## src/pkg/alert_mask_pkg.sv

```systemverilog
// constants for the charger alert enable masks
package alert_mask_pkg;

    // register port widths
    localparam int CMD_W    = 8;
    localparam int DATA_W   = 16;
    localparam int STATE_W  = 13;
    localparam int STATUS_W = 6;
    localparam int EVENT_W  = STATE_W + STATUS_W;

    // command codes
    localparam logic [CMD_W-1:0] CMD_STATE_EN  = 8'h0e;
    localparam logic [CMD_W-1:0] CMD_STATUS_EN = 8'h0f;

    // reset values and writable bits
    localparam logic [STATE_W-1:0]  STATE_EN_RESET  = 13'h0000;
    localparam logic [STATE_W-1:0]  STATE_EN_WMASK  = 13'h19ff;
    localparam logic [STATUS_W-1:0] STATUS_EN_RESET = 6'h00;
    localparam logic [STATUS_W-1:0] STATUS_EN_WMASK = 6'h3f;

    // charger state enable bit positions
    localparam int BIT_DETECT_FAIL    = 12;
    localparam int BIT_DETECT_TEST    = 11;
    localparam int BIT_RSVD_HI        = 10;
    localparam int BIT_RSVD_LO        = 9;
    localparam int BIT_SUSPENDED      = 8;
    localparam int BIT_PRECHARGE      = 7;
    localparam int BIT_BULK_PHASE     = 6;
    localparam int BIT_TEMP_PAUSE     = 5;
    localparam int BIT_CV_TIMEOUT     = 4;
    localparam int BIT_LOW_CURRENT    = 3;
    localparam int BIT_CHARGE_TIMEOUT = 2;
    localparam int BIT_MISSING        = 1;
    localparam int BIT_SHORT          = 0;

    // charge status enable bit positions
    localparam int BIT_SAFETY_LIMIT   = 5;
    localparam int BIT_THERMAL_LIMIT  = 4;
    localparam int BIT_INPUT_UV       = 3;
    localparam int BIT_INPUT_CURRENT  = 2;

endpackage

```

## src/verilog/edge_alert_gate.sv

```systemverilog
// per-bit rising edge detector gated by an enable vector
`timescale 1ns/100ps
module edge_alert_gate
#(
    parameter int WIDTH = 19
)
(
    // clock and reset
    input  wire logic             clock,
    input  wire logic             resetn,
    // event levels and enables
    input  wire logic [WIDTH-1:0] level,
    input  wire logic [WIDTH-1:0] enable,
    // registered results
    output logic      [WIDTH-1:0] hit,
    output logic                  any_hit
);

    logic [WIDTH-1:0] prev;
    logic [WIDTH-1:0] next_prev;
    logic [WIDTH-1:0] next_hit;
    logic             next_any_hit;

    generate
        if (WIDTH < 1)
        begin : g_bad_width
            $error("edge_alert_gate needs at least one event");
        end
    endgenerate

    // a bit fires only on a fresh rise while its enable is set
    genvar i;
    generate
        for (i = 0; i < WIDTH; i++)
        begin : g_bit
            assign next_hit[i] = level[i] & ~prev[i] & enable[i];
        end
    endgenerate

    always_comb
    begin
        next_prev    = level;
        next_any_hit = |next_hit;
    end

    always_ff @(posedge clock)
    begin
        if (!resetn)
        begin
            prev    <= '0;
            hit     <= '0;
            any_hit <= 1'b0;
        end
        else
        begin
            prev    <= next_prev;
            hit     <= next_hit;
            any_hit <= next_any_hit;
        end
    end

endmodule

```

## src/verilog/charger_alert_enable_masks.sv

```systemverilog
// alert enable masks for charger state and charge status events
//
// Summary of operation
// [RL1] state enable register, code 0x0E, bits 12:0, read/write, reset zero
// [RL2] state bit 12 enables alert on battery detection failure fault
// [RL3] state bit 11 enables alert on entering battery detection testing
// [RL4] state bit 8 enables alert on the suspended state
// [RL5] state bit 7 enables alert at onset of precharge
// [RL6] state bit 6 enables alert at onset of constant current/voltage phase
// [RL7] state bit 5 enables alert when charging pauses on thermistor range
// [RL8] state bit 4 enables alert on constant voltage time limit termination
// [RL9] state bit 3 enables alert on low current termination
// [RL10] state bit 2 enables alert on total charge time fault
// [RL11] state bit 1 enables alert on missing battery fault
// [RL12] state bit 0 enables alert on shorted battery fault
// [RL13] status enable register, code 0x0F, bits 5:0, read/write, reset zero
// [RL14] status bit 5 enables alert on safety current limit indication
// [RL15] status bit 4 enables alert while thermal regulation is active
// [RL16] status bit 3 enables alert when input undervoltage loop takes over
// [RL17] status bit 2 enables alert when input current loop takes over
// [RL18] alert only on new enabled rise; cleared enable mutes only its event
// [RL19] state bits 10:9 reserved: read zero, no alert effect
`timescale 1ns/100ps
module charger_alert_enable_masks
(
    // clock and reset
    input  wire logic                                clock,
    input  wire logic                                resetn,
    // register port
    input  wire logic [alert_mask_pkg::CMD_W-1:0]    reg_cmd,
    input  wire logic                                reg_write,
    input  wire logic [alert_mask_pkg::DATA_W-1:0]   reg_wdata,
    input  wire logic                                reg_read,
    output logic      [alert_mask_pkg::DATA_W-1:0]   reg_rdata,
    output logic                                     reg_rvalid,
    output logic                                     reg_miss,
    // charger state event levels
    input  wire logic                                detect_failed_fault,
    input  wire logic                                detect_testing,
    input  wire logic                                suspended,
    input  wire logic                                precharge_phase,
    input  wire logic                                bulk_phase,
    input  wire logic                                temp_pause,
    input  wire logic                                cv_timeout_term,
    input  wire logic                                low_current_term,
    input  wire logic                                charge_timeout_fault,
    input  wire logic                                battery_missing_fault,
    input  wire logic                                battery_short_fault,
    // charge status event levels
    input  wire logic                                safety_limit_active,
    input  wire logic                                thermal_limit_active,
    input  wire logic                                input_uv_loop_active,
    input  wire logic                                input_current_loop_active,
    // alert request toward the bus side
    output logic                                     alert_request,
    output logic      [alert_mask_pkg::STATE_W-1:0]  state_alert_cause,
    output logic      [alert_mask_pkg::STATUS_W-1:0] status_alert_cause
);
    import alert_mask_pkg::*;

    logic [STATE_W-1:0]  state_en;
    logic [STATE_W-1:0]  next_state_en;
    logic [STATUS_W-1:0] status_en;
    logic [STATUS_W-1:0] next_status_en;
    logic [DATA_W-1:0]   next_rdata;
    logic                next_rvalid;
    logic                next_miss;
    logic [STATE_W-1:0]  state_level;
    logic [STATUS_W-1:0] status_level;
    logic [EVENT_W-1:0]  hit;

    // event vectors laid out like the enable registers
    always_comb
    begin
        state_level                     = '0;
        state_level[BIT_DETECT_FAIL]    = detect_failed_fault; // RL2
        state_level[BIT_DETECT_TEST]    = detect_testing; // RL3
        state_level[BIT_SUSPENDED]      = suspended; // RL4
        state_level[BIT_PRECHARGE]      = precharge_phase; // RL5
        state_level[BIT_BULK_PHASE]     = bulk_phase; // RL6
        state_level[BIT_TEMP_PAUSE]     = temp_pause; // RL7
        state_level[BIT_CV_TIMEOUT]     = cv_timeout_term; // RL8
        state_level[BIT_LOW_CURRENT]    = low_current_term; // RL9
        state_level[BIT_CHARGE_TIMEOUT] = charge_timeout_fault; // RL10
        state_level[BIT_MISSING]        = battery_missing_fault; // RL11
        state_level[BIT_SHORT]          = battery_short_fault; // RL12
        status_level                    = '0;
        status_level[BIT_SAFETY_LIMIT]  = safety_limit_active; // RL14
        status_level[BIT_THERMAL_LIMIT] = thermal_limit_active; // RL15
        status_level[BIT_INPUT_UV]      = input_uv_loop_active; // RL16
        status_level[BIT_INPUT_CURRENT] = input_current_loop_active; // RL17
    end

    // register writes and reads
    always_comb
    begin
        next_state_en  = state_en;
        next_status_en = status_en;
        next_rdata     = reg_rdata;
        next_rvalid    = 1'b0;
        next_miss      = 1'b0;
        if (reg_write)
        begin
            case (reg_cmd)
                CMD_STATE_EN:
                    next_state_en = reg_wdata[STATE_W-1:0]
                                  & STATE_EN_WMASK; // RL1 RL19
                CMD_STATUS_EN:
                    next_status_en = reg_wdata[STATUS_W-1:0]
                                   & STATUS_EN_WMASK; // RL13
                default:
                    next_miss = 1'b1;
            endcase
        end
        if (reg_read)
        begin
            next_rvalid = 1'b1;
            case (reg_cmd)
                CMD_STATE_EN:
                    next_rdata = {{(DATA_W-STATE_W){1'b0}}, state_en}; // RL1
                CMD_STATUS_EN:
                    next_rdata = {{(DATA_W-STATUS_W){1'b0}}, status_en}; // RL13
                default:
                begin
                    next_rdata = '0;
                    next_miss  = 1'b1;
                end
            endcase
        end
    end

    always_ff @(posedge clock)
    begin
        if (!resetn)
        begin
            state_en   <= STATE_EN_RESET; // RL1
            status_en  <= STATUS_EN_RESET; // RL13
            reg_rdata  <= '0;
            reg_rvalid <= 1'b0;
            reg_miss   <= 1'b0;
        end
        else
        begin
            state_en   <= next_state_en;
            status_en  <= next_status_en;
            reg_rdata  <= next_rdata;
            reg_rvalid <= next_rvalid;
            reg_miss   <= next_miss;
        end
    end

    // one shared edge gate, so the alert and causes share one flop stage
    edge_alert_gate
    #(
        .WIDTH (EVENT_W)
    )
    u_gate
    (
        .clock   (clock),
        .resetn  (resetn),
        .level   ({status_level, state_level}),
        .enable  ({status_en, state_en}), // RL18
        .hit     (hit),
        .any_hit (alert_request) // RL18
    );

    assign state_alert_cause  = hit[STATE_W-1:0];
    assign status_alert_cause = hit[EVENT_W-1:STATE_W];

    a_state_write : assert property ( // RL1
        @(posedge clock) disable iff (!resetn)
        reg_write && reg_cmd == CMD_STATE_EN
        |=> state_en == ($past(reg_wdata[STATE_W-1:0]) & STATE_EN_WMASK))
        else $error("state enable write not stored");

    a_status_read : assert property ( // RL13
        @(posedge clock) disable iff (!resetn)
        reg_read && reg_cmd == CMD_STATUS_EN && !reg_write
        |=> reg_rvalid && reg_rdata == {10'h000, status_en})
        else $error("status enable read wrong");

    a_detect_fail : assert property ( // RL2
        @(posedge clock) disable iff (!resetn)
        $rose(detect_failed_fault) && state_en[BIT_DETECT_FAIL]
        |=> alert_request && state_alert_cause[BIT_DETECT_FAIL])
        else $error("detect failure alert missing");

    a_detect_test : assert property ( // RL3
        @(posedge clock) disable iff (!resetn)
        $rose(detect_testing) && state_en[BIT_DETECT_TEST]
        ##1 1'b1 |-> alert_request && state_alert_cause[BIT_DETECT_TEST])
        else $error("detect testing alert missing");

    a_suspend_alert : assert property ( // RL4
        @(posedge clock) disable iff (!resetn)
        $rose(suspended) && state_en[BIT_SUSPENDED]
        |=> state_alert_cause[BIT_SUSPENDED])
        else $error("suspend alert missing");

    a_precharge_alert : assert property ( // RL5
        @(posedge clock) disable iff (!resetn)
        $rose(precharge_phase) && state_en[BIT_PRECHARGE]
        |=> alert_request && state_alert_cause[BIT_PRECHARGE])
        else $error("precharge alert missing");

    a_bulk_alert : assert property ( // RL6
        @(posedge clock) disable iff (!resetn)
        $rose(bulk_phase) && state_en[BIT_BULK_PHASE]
        |=> state_alert_cause[BIT_BULK_PHASE])
        else $error("bulk phase alert missing");

    a_pause_alert : assert property ( // RL7
        @(posedge clock) disable iff (!resetn)
        $rose(temp_pause) && state_en[BIT_TEMP_PAUSE]
        |=> alert_request && state_alert_cause[BIT_TEMP_PAUSE])
        else $error("temperature pause alert missing");

    a_cv_timeout : assert property ( // RL8
        @(posedge clock) disable iff (!resetn)
        $rose(cv_timeout_term) && state_en[BIT_CV_TIMEOUT]
        |=> state_alert_cause[BIT_CV_TIMEOUT])
        else $error("cv timeout alert missing");

    a_low_current : assert property ( // RL9
        @(posedge clock) disable iff (!resetn)
        $rose(low_current_term) && state_en[BIT_LOW_CURRENT]
        |=> state_alert_cause[BIT_LOW_CURRENT])
        else $error("low current alert missing");

    a_charge_timeout : assert property ( // RL10
        @(posedge clock) disable iff (!resetn)
        $rose(charge_timeout_fault) && state_en[BIT_CHARGE_TIMEOUT]
        |=> state_alert_cause[BIT_CHARGE_TIMEOUT])
        else $error("charge timeout alert missing");

    a_missing_alert : assert property ( // RL11
        @(posedge clock) disable iff (!resetn)
        $rose(battery_missing_fault) && state_en[BIT_MISSING]
        |=> alert_request && state_alert_cause[BIT_MISSING])
        else $error("missing battery alert missing");

    a_short_alert : assert property ( // RL12
        @(posedge clock) disable iff (!resetn)
        $rose(battery_short_fault) && state_en[BIT_SHORT]
        |=> alert_request && state_alert_cause[BIT_SHORT])
        else $error("short battery alert missing");

    a_safety_alert : assert property ( // RL14
        @(posedge clock) disable iff (!resetn)
        $rose(safety_limit_active) && status_en[BIT_SAFETY_LIMIT]
        |=> alert_request && status_alert_cause[BIT_SAFETY_LIMIT])
        else $error("safety limit alert missing");

    a_thermal_alert : assert property ( // RL15
        @(posedge clock) disable iff (!resetn)
        $rose(thermal_limit_active) && status_en[BIT_THERMAL_LIMIT]
        |=> status_alert_cause[BIT_THERMAL_LIMIT])
        else $error("thermal limit alert missing");

    a_uv_alert : assert property ( // RL16
        @(posedge clock) disable iff (!resetn)
        $rose(input_uv_loop_active) && status_en[BIT_INPUT_UV]
        |=> status_alert_cause[BIT_INPUT_UV])
        else $error("input undervoltage alert missing");

    a_icl_alert : assert property ( // RL17
        @(posedge clock) disable iff (!resetn)
        $rose(input_current_loop_active) && status_en[BIT_INPUT_CURRENT]
        |=> status_alert_cause[BIT_INPUT_CURRENT])
        else $error("input current alert missing");

    a_mask_suppress : assert property ( // RL18
        @(posedge clock) disable iff (!resetn)
        !$past(state_en[BIT_MISSING]) || $past(battery_missing_fault, 2)
        |-> !state_alert_cause[BIT_MISSING])
        else $error("alert without fresh enabled event");

    a_alert_has_cause : assert property ( // RL18
        @(posedge clock) disable iff (!resetn)
        alert_request == (|state_alert_cause || |status_alert_cause))
        else $error("alert request and causes disagree");

    a_reserved_zero : assert property ( // RL19
        @(posedge clock) disable iff (!resetn)
        state_en[BIT_RSVD_HI:BIT_RSVD_LO] == 2'b00
        && state_alert_cause[BIT_RSVD_HI:BIT_RSVD_LO] == 2'b00)
        else $error("reserved state bits not zero");

    a_held_once : assert property ( // RL18
        @(posedge clock) disable iff (!resetn)
        $past(resetn) && $past(suspended) && suspended
        |=> !state_alert_cause[BIT_SUSPENDED])
        else $error("held suspend level alerted twice");

    a_unmapped_miss : assert property ( // RL1
        @(posedge clock) disable iff (!resetn)
        (reg_write || reg_read) && reg_cmd != CMD_STATE_EN
        && reg_cmd != CMD_STATUS_EN
        |=> reg_miss)
        else $error("unmapped access not flagged");

    a_read_valid : assert property ( // RL13
        @(posedge clock) disable iff (!resetn)
        $past(resetn) |-> reg_rvalid == $past(reg_read))
        else $error("read valid not one cycle after read");

endmodule

```

## config.mk

```make
export PLATFORM = sky130hd
export DESIGN_NAME = charger_alert_enable_masks
export DESIGN_NICKNAME = d
export VERILOG_FILES = /design/src/pkg/alert_mask_pkg.sv /design/src/verilog/edge_alert_gate.sv /design/src/verilog/charger_alert_enable_masks.sv
export SDC_FILE = /design/constraint.sdc
export NUM_CORES = 1
export LEC_CHECK = 0
export BUFFER_PORTS_ARGS = -buffer_cell sky130_fd_sc_hd__buf_2
export CAP_MARGIN = 20
export CORE_MARGIN = 2
export CORE_UTILIZATION = 44
export CTS_CLUSTER_SIZE = 25
export DETAILED_ROUTE_END_ITERATION = 10
export PLACE_DENSITY_LB_ADDON = 0.2
export SLEW_MARGIN = 10
export SYNTH_ARGS = -nofsm -noshare
export SYNTH_HDL_FRONTEND = slang
export SYNTH_SLANG_ARGS = --single-unit
```

## constraint.sdc

```tcl
create_clock -name clock -period 1.87 [get_ports clock]
set_input_delay 0.4675 -clock clock [delete_from_list [all_inputs] [get_ports clock]]
set_output_delay 0.4675 -clock clock [all_outputs]
set_load 0.01 [all_outputs]
```

Word-level counts from Yosys, hierarchy flattened. Index checks and enable logic that the tools add are counted.

Shifts and indexed selects: 0. Eq/ne operators: 2. Reductions and logical operators: 4. Bitwise gates (word level): 45. Div/mod/pow operators: 0. Add/subtract/negate cells: 0. Muxes and demuxes: 6. Multiply operators: 0. Order comparisons: 0.

Operator list (count): $and 1x1->1 (30); $pmux 13 s2 (1); $eq 8x4->1 const B (2); $not 1->1 (15); $reduce_or 15->1 (1); $mux 1 (5); $reduce_and 2->1 (2); $reduce_or 2->1 (1).

Memory bits (read-only): 0. Memories kept: 0. Output and inout port bits: 38. Bits in writable memories: 0. Word-level logic and storage cells: 66. Bits in registers: 70. Input bits: 43. Bits in latches: 0.

Depth between registers and ports, before layout.
Depth in word-level cells: 6. Depth in mapped cells: 5. Depth with buffers taken out: 4.

Cells and area by module. From an unflattened synthesis, not the netlist that was laid out.

Cell total of the unflattened synthesis: 264. Area total of the unflattened synthesis: 2524.9 µm².

Modules (own cells, without submodules): charger_alert_enable_masks (seq. area each 600.6 µm², cells an instance 148, area each 1346.3 µm², instances 1); edge_alert_gate (seq. area each 780.7 µm², cells an instance 116, area each 1178.6 µm², instances 1).

Worst setup path before layout. No wires, ideal clock.

Kind: in2reg. Start: input reg_cmd[5] (netlist name). End: register reg_rdata[0] (netlist name). Required time: 1805 ps. Setup time: 65 ps. Buffers on the path: 1. Stages on the path: 5. Slack: 66 ps. Arrival time: 1739 ps. Cell sequence: or4_4 > or3_1 > buf_2 > a2bb2oi_1 > nor2b_1.

Longest elaborated chain between the ends: 2. Elaborated cells between the ends (all ways): 3. Those cells by class: 2 x eq/ne; 1 x mux.

Ends and longest elaborated chain: start, declared (RTL line charger_alert_enable_masks.sv:30) `input wire logic [alert_mask_pkg::CMD_W-1:0] reg_cmd,`; $eq 8x4->1 (RTL line charger_alert_enable_masks.sv:118) `case (reg_cmd)`; $pmux 13 s2 (*) (RTL line charger_alert_enable_masks.sv:118); end signal, assigned (RTL line charger_alert_enable_masks.sv:146) `reg_rdata <= next_rdata;`; end, declared (RTL line charger_alert_enable_masks.sv:34) `output logic [alert_mask_pkg::DATA_W-1:0] reg_rdata,`.

Mark *: on every way between the ends. The rest lies on a longest branch, timed or not. A chain may end at the register's enable or synchronous reset.

Worst setup path in the final report.
Start: input reg_cmd[5] (netlist name). End: register reg_rdata[2] (netlist name).

Same word-level chain as after synthesis.

==> impl_metrics.toml <==
[global_routing]
grt_max_degree = 31
track_usage_pct = 17.4
grt_pass1_vias = 1700
antenna_found_initial = 0
grt.overflow.total = 0
grt_first_pass_wirelength_um = 7840

[clock_tree]
clockBufferDepth = 2
path_clk_slew_ns = 0.06
cts_tree = "yes"
cts_hold_buf = 0
postCtsSetupRepairBufs = 0
clk_latency_ns = 0.32
clkSinkCount = 61
cts_buffers = 9
root_buffer = "clkbuf_8"
htreeDepth = 3
cts.repair.resized = 0

[placement]
gp_congestion = 0.704
portBuffers = 66
placed_cells = 360
place_area_um2 = 2700
dp_hpwl_um = 3430
dpl_worst_slack_ns = -0.115

[layout]
drive_gt1_share_pct = 29.5
final_common_cell = "buf_2"
diodes = 0
final_area_um2 = 2880
area.growth.synth_to_final_pct = 26.2
multiInputGateArea_um2 = 970
final_net_count = 344
final-seq-area_um2 = 1220
nFillCells = 477
utilization_pct = 57.1
layout_common_cells = "buf_2 (66), dfxtp_1 (61), nand2_1 (33), and2_1 (16)"
stdcell_count = 375

[synthesis]
synth_ff_type = "dfxtp_1"
yosysWarnings = 0
synth_seq_cells = 61
synth_edf_count = 0
syn-instance-count = 228
mappedNetlistArea_um2 = 2280
syn_avg_cell_area_um2 = 10.0
async_flop_share_pct = 0
synth_top_area_share_pct = 53.5
ys_seq_area_share_pct = 53.5
netlist-cell-type-count = 24
netlist_top_cells_area = "dfxtp_1 (54%), and3b_1 (5.8%), nand2_1 (5.4%), mux2i_1 (5.3%), nand3b_1 (4.9%)"
synth.largest_area_cell = "dfxtp_1"

[timing]
setup_viol = 0
maxSlewViolCount = 0
hold_violations = 0
worst_slack_ns = 0.229
rsz0062_at_grt = "false"
max_freq_mhz = 609
final.min_clock_period_ns = 1.64
fin_skew_ns = 0.00423
tns_ns = 0
min_period_over_period_pct = 87.7
finalHoldWorstSlack_ns = 0.366

[critical_path]
crit_family = "simple AND/OR/NAND/NOR gates"
timing.critical_path.arrival_ns = 1.89
critPathCaptureType = "flop"
cp.required_ns = 2.12
crit_path_max_incr_delay_ns = 0.57
path_cells = "buf_2 > or4_4 > or3_1 > a2bb2oi_1 > nor2b_1"
critPathLaunchType = "input port"
path_class = "in -> reg"
reg2reg_depth = 4
cp_max_fo = 6
cp.depth = 5
rrSetupSlack_ns = 0.72
worst_path_max_delay_cell = "or4_4"
crit_buf_inv = 1

[die]
io_pins = 81
die_area_um2 = 5780
die-height_um = 76
num_rows = 26
core_um2 = 5040
dieWidth_um = 76
start_util_pct = 45.2

[worst_hold_path]
hold_path_class = "in -> reg"
hold_depth = 3

[status]
status = "completed"

[route]
ant_nets = 0
met2WireLength_um = 2090
firstDrtPassIters = 4
wl_um = 4700
avgRoutedWirePerCell_um = 12.5
maxUsedRoutingLayer = "met4"
wl_met3_um = 215
wl_met1_um = 2340
post_drt_via_cell_ratio = 4.71
drtIter0Drc = 87
vias = 1765
drc = 0

[pwr]
ir_drop_v = 0.000512
power_density_nw_per_um2 = 866
p_total_mw = 2.49
p_leak_nw = 1.34

[flow_run]
drv_cap = 0
-- cells in the mapped netlist, types with 2 or more instances --
cell and count:
buf_4 9, dfxtp_1 61, nand3_1 13, inv_1 2, nand4_1 3, and2_1 16, mux2i_1 12, and3b_1 15
a2bb2oi_1 6, nor2b_1 6, nand3b_1 15, o21ai_0 12, a21boi_0 5, buf_2 3, nor2_1 2, clkbuf_1 8
nand2_1 33
-- power by group --
part / internal [mW] / switching, mW / total, mW
Sequential: 1.32 / 0.00700 / 1.33
Combinational: 0.0659 / 0.0702 / 0.136
Clock: 0.582 / 0.448 / 1.03
Total: 1.97 / 0.525 / 2.49
-- routing by layer --
| layer | global-route usage (%) | vias up |
|---|---|---|
| met2 | 26.3 | 50 |
| met5 | 0 | - |
| met1 | 23.2 | 800 |
| met3 | 4.03 | 6 |
| li1 | - | 909 |
| met4 | 9.27 | 0 |
-- worst paths after layout --
kind                    endpoint       startpoint
setup / recovery    reg_rdata[2]       reg_cmd[5]
hold / removal       state_en[7]     reg_wdata[7]
setup reg to reg  u_gate.any_hit  u_gate.prev[15]
hold reg to reg     status_en[0]     status_en[0]
-- worst min-delay path: cells and delay by family --
| kind | cells | cell delay, ns |
|---|---|---|
| buffers and inverters | 1 | 0.07 |
| AOI/OAI and AO/OA | 1 | 0.06 |
| and+or+nand+nor | 1 | 0.05 |
-- cell type report --
| type | count | share of cell area [%] |
|---|---|---|
| repair buffers | 74 | 14.4 |
| multi-input cells | 153 | 33.7 |
| inverters | 2 | 0.261 |
| well taps | 70 | 3.04 |
| clock inverters | 1 | 0.174 |
| clock buffers | 14 | 6.00 |
| flip-flops and latches | 61 | 42.4 |
-- flip-flops by register name (all words and copies together), names as in the netlist --
signal	cells
u_gate.hit	15
u_gate.prev	15
status_en	6
state_en	11
u_gate.any_hit	1
reg_miss	1
reg_rdata	11
reg_rvalid	1
-- logic make-up after synthesis --
kind of cell	Yosys count	share of synthesized area (%)
AO/OA/AOI/OAI	24	6.97
buffers and inverters	22	5.27
flip-flops	61	53.5
multiplexers	12	5.27
other	1	0.164
AND/OR/NAND/NOR	108	28.8
No activity file was read; power rests on OpenSTA's default activity.
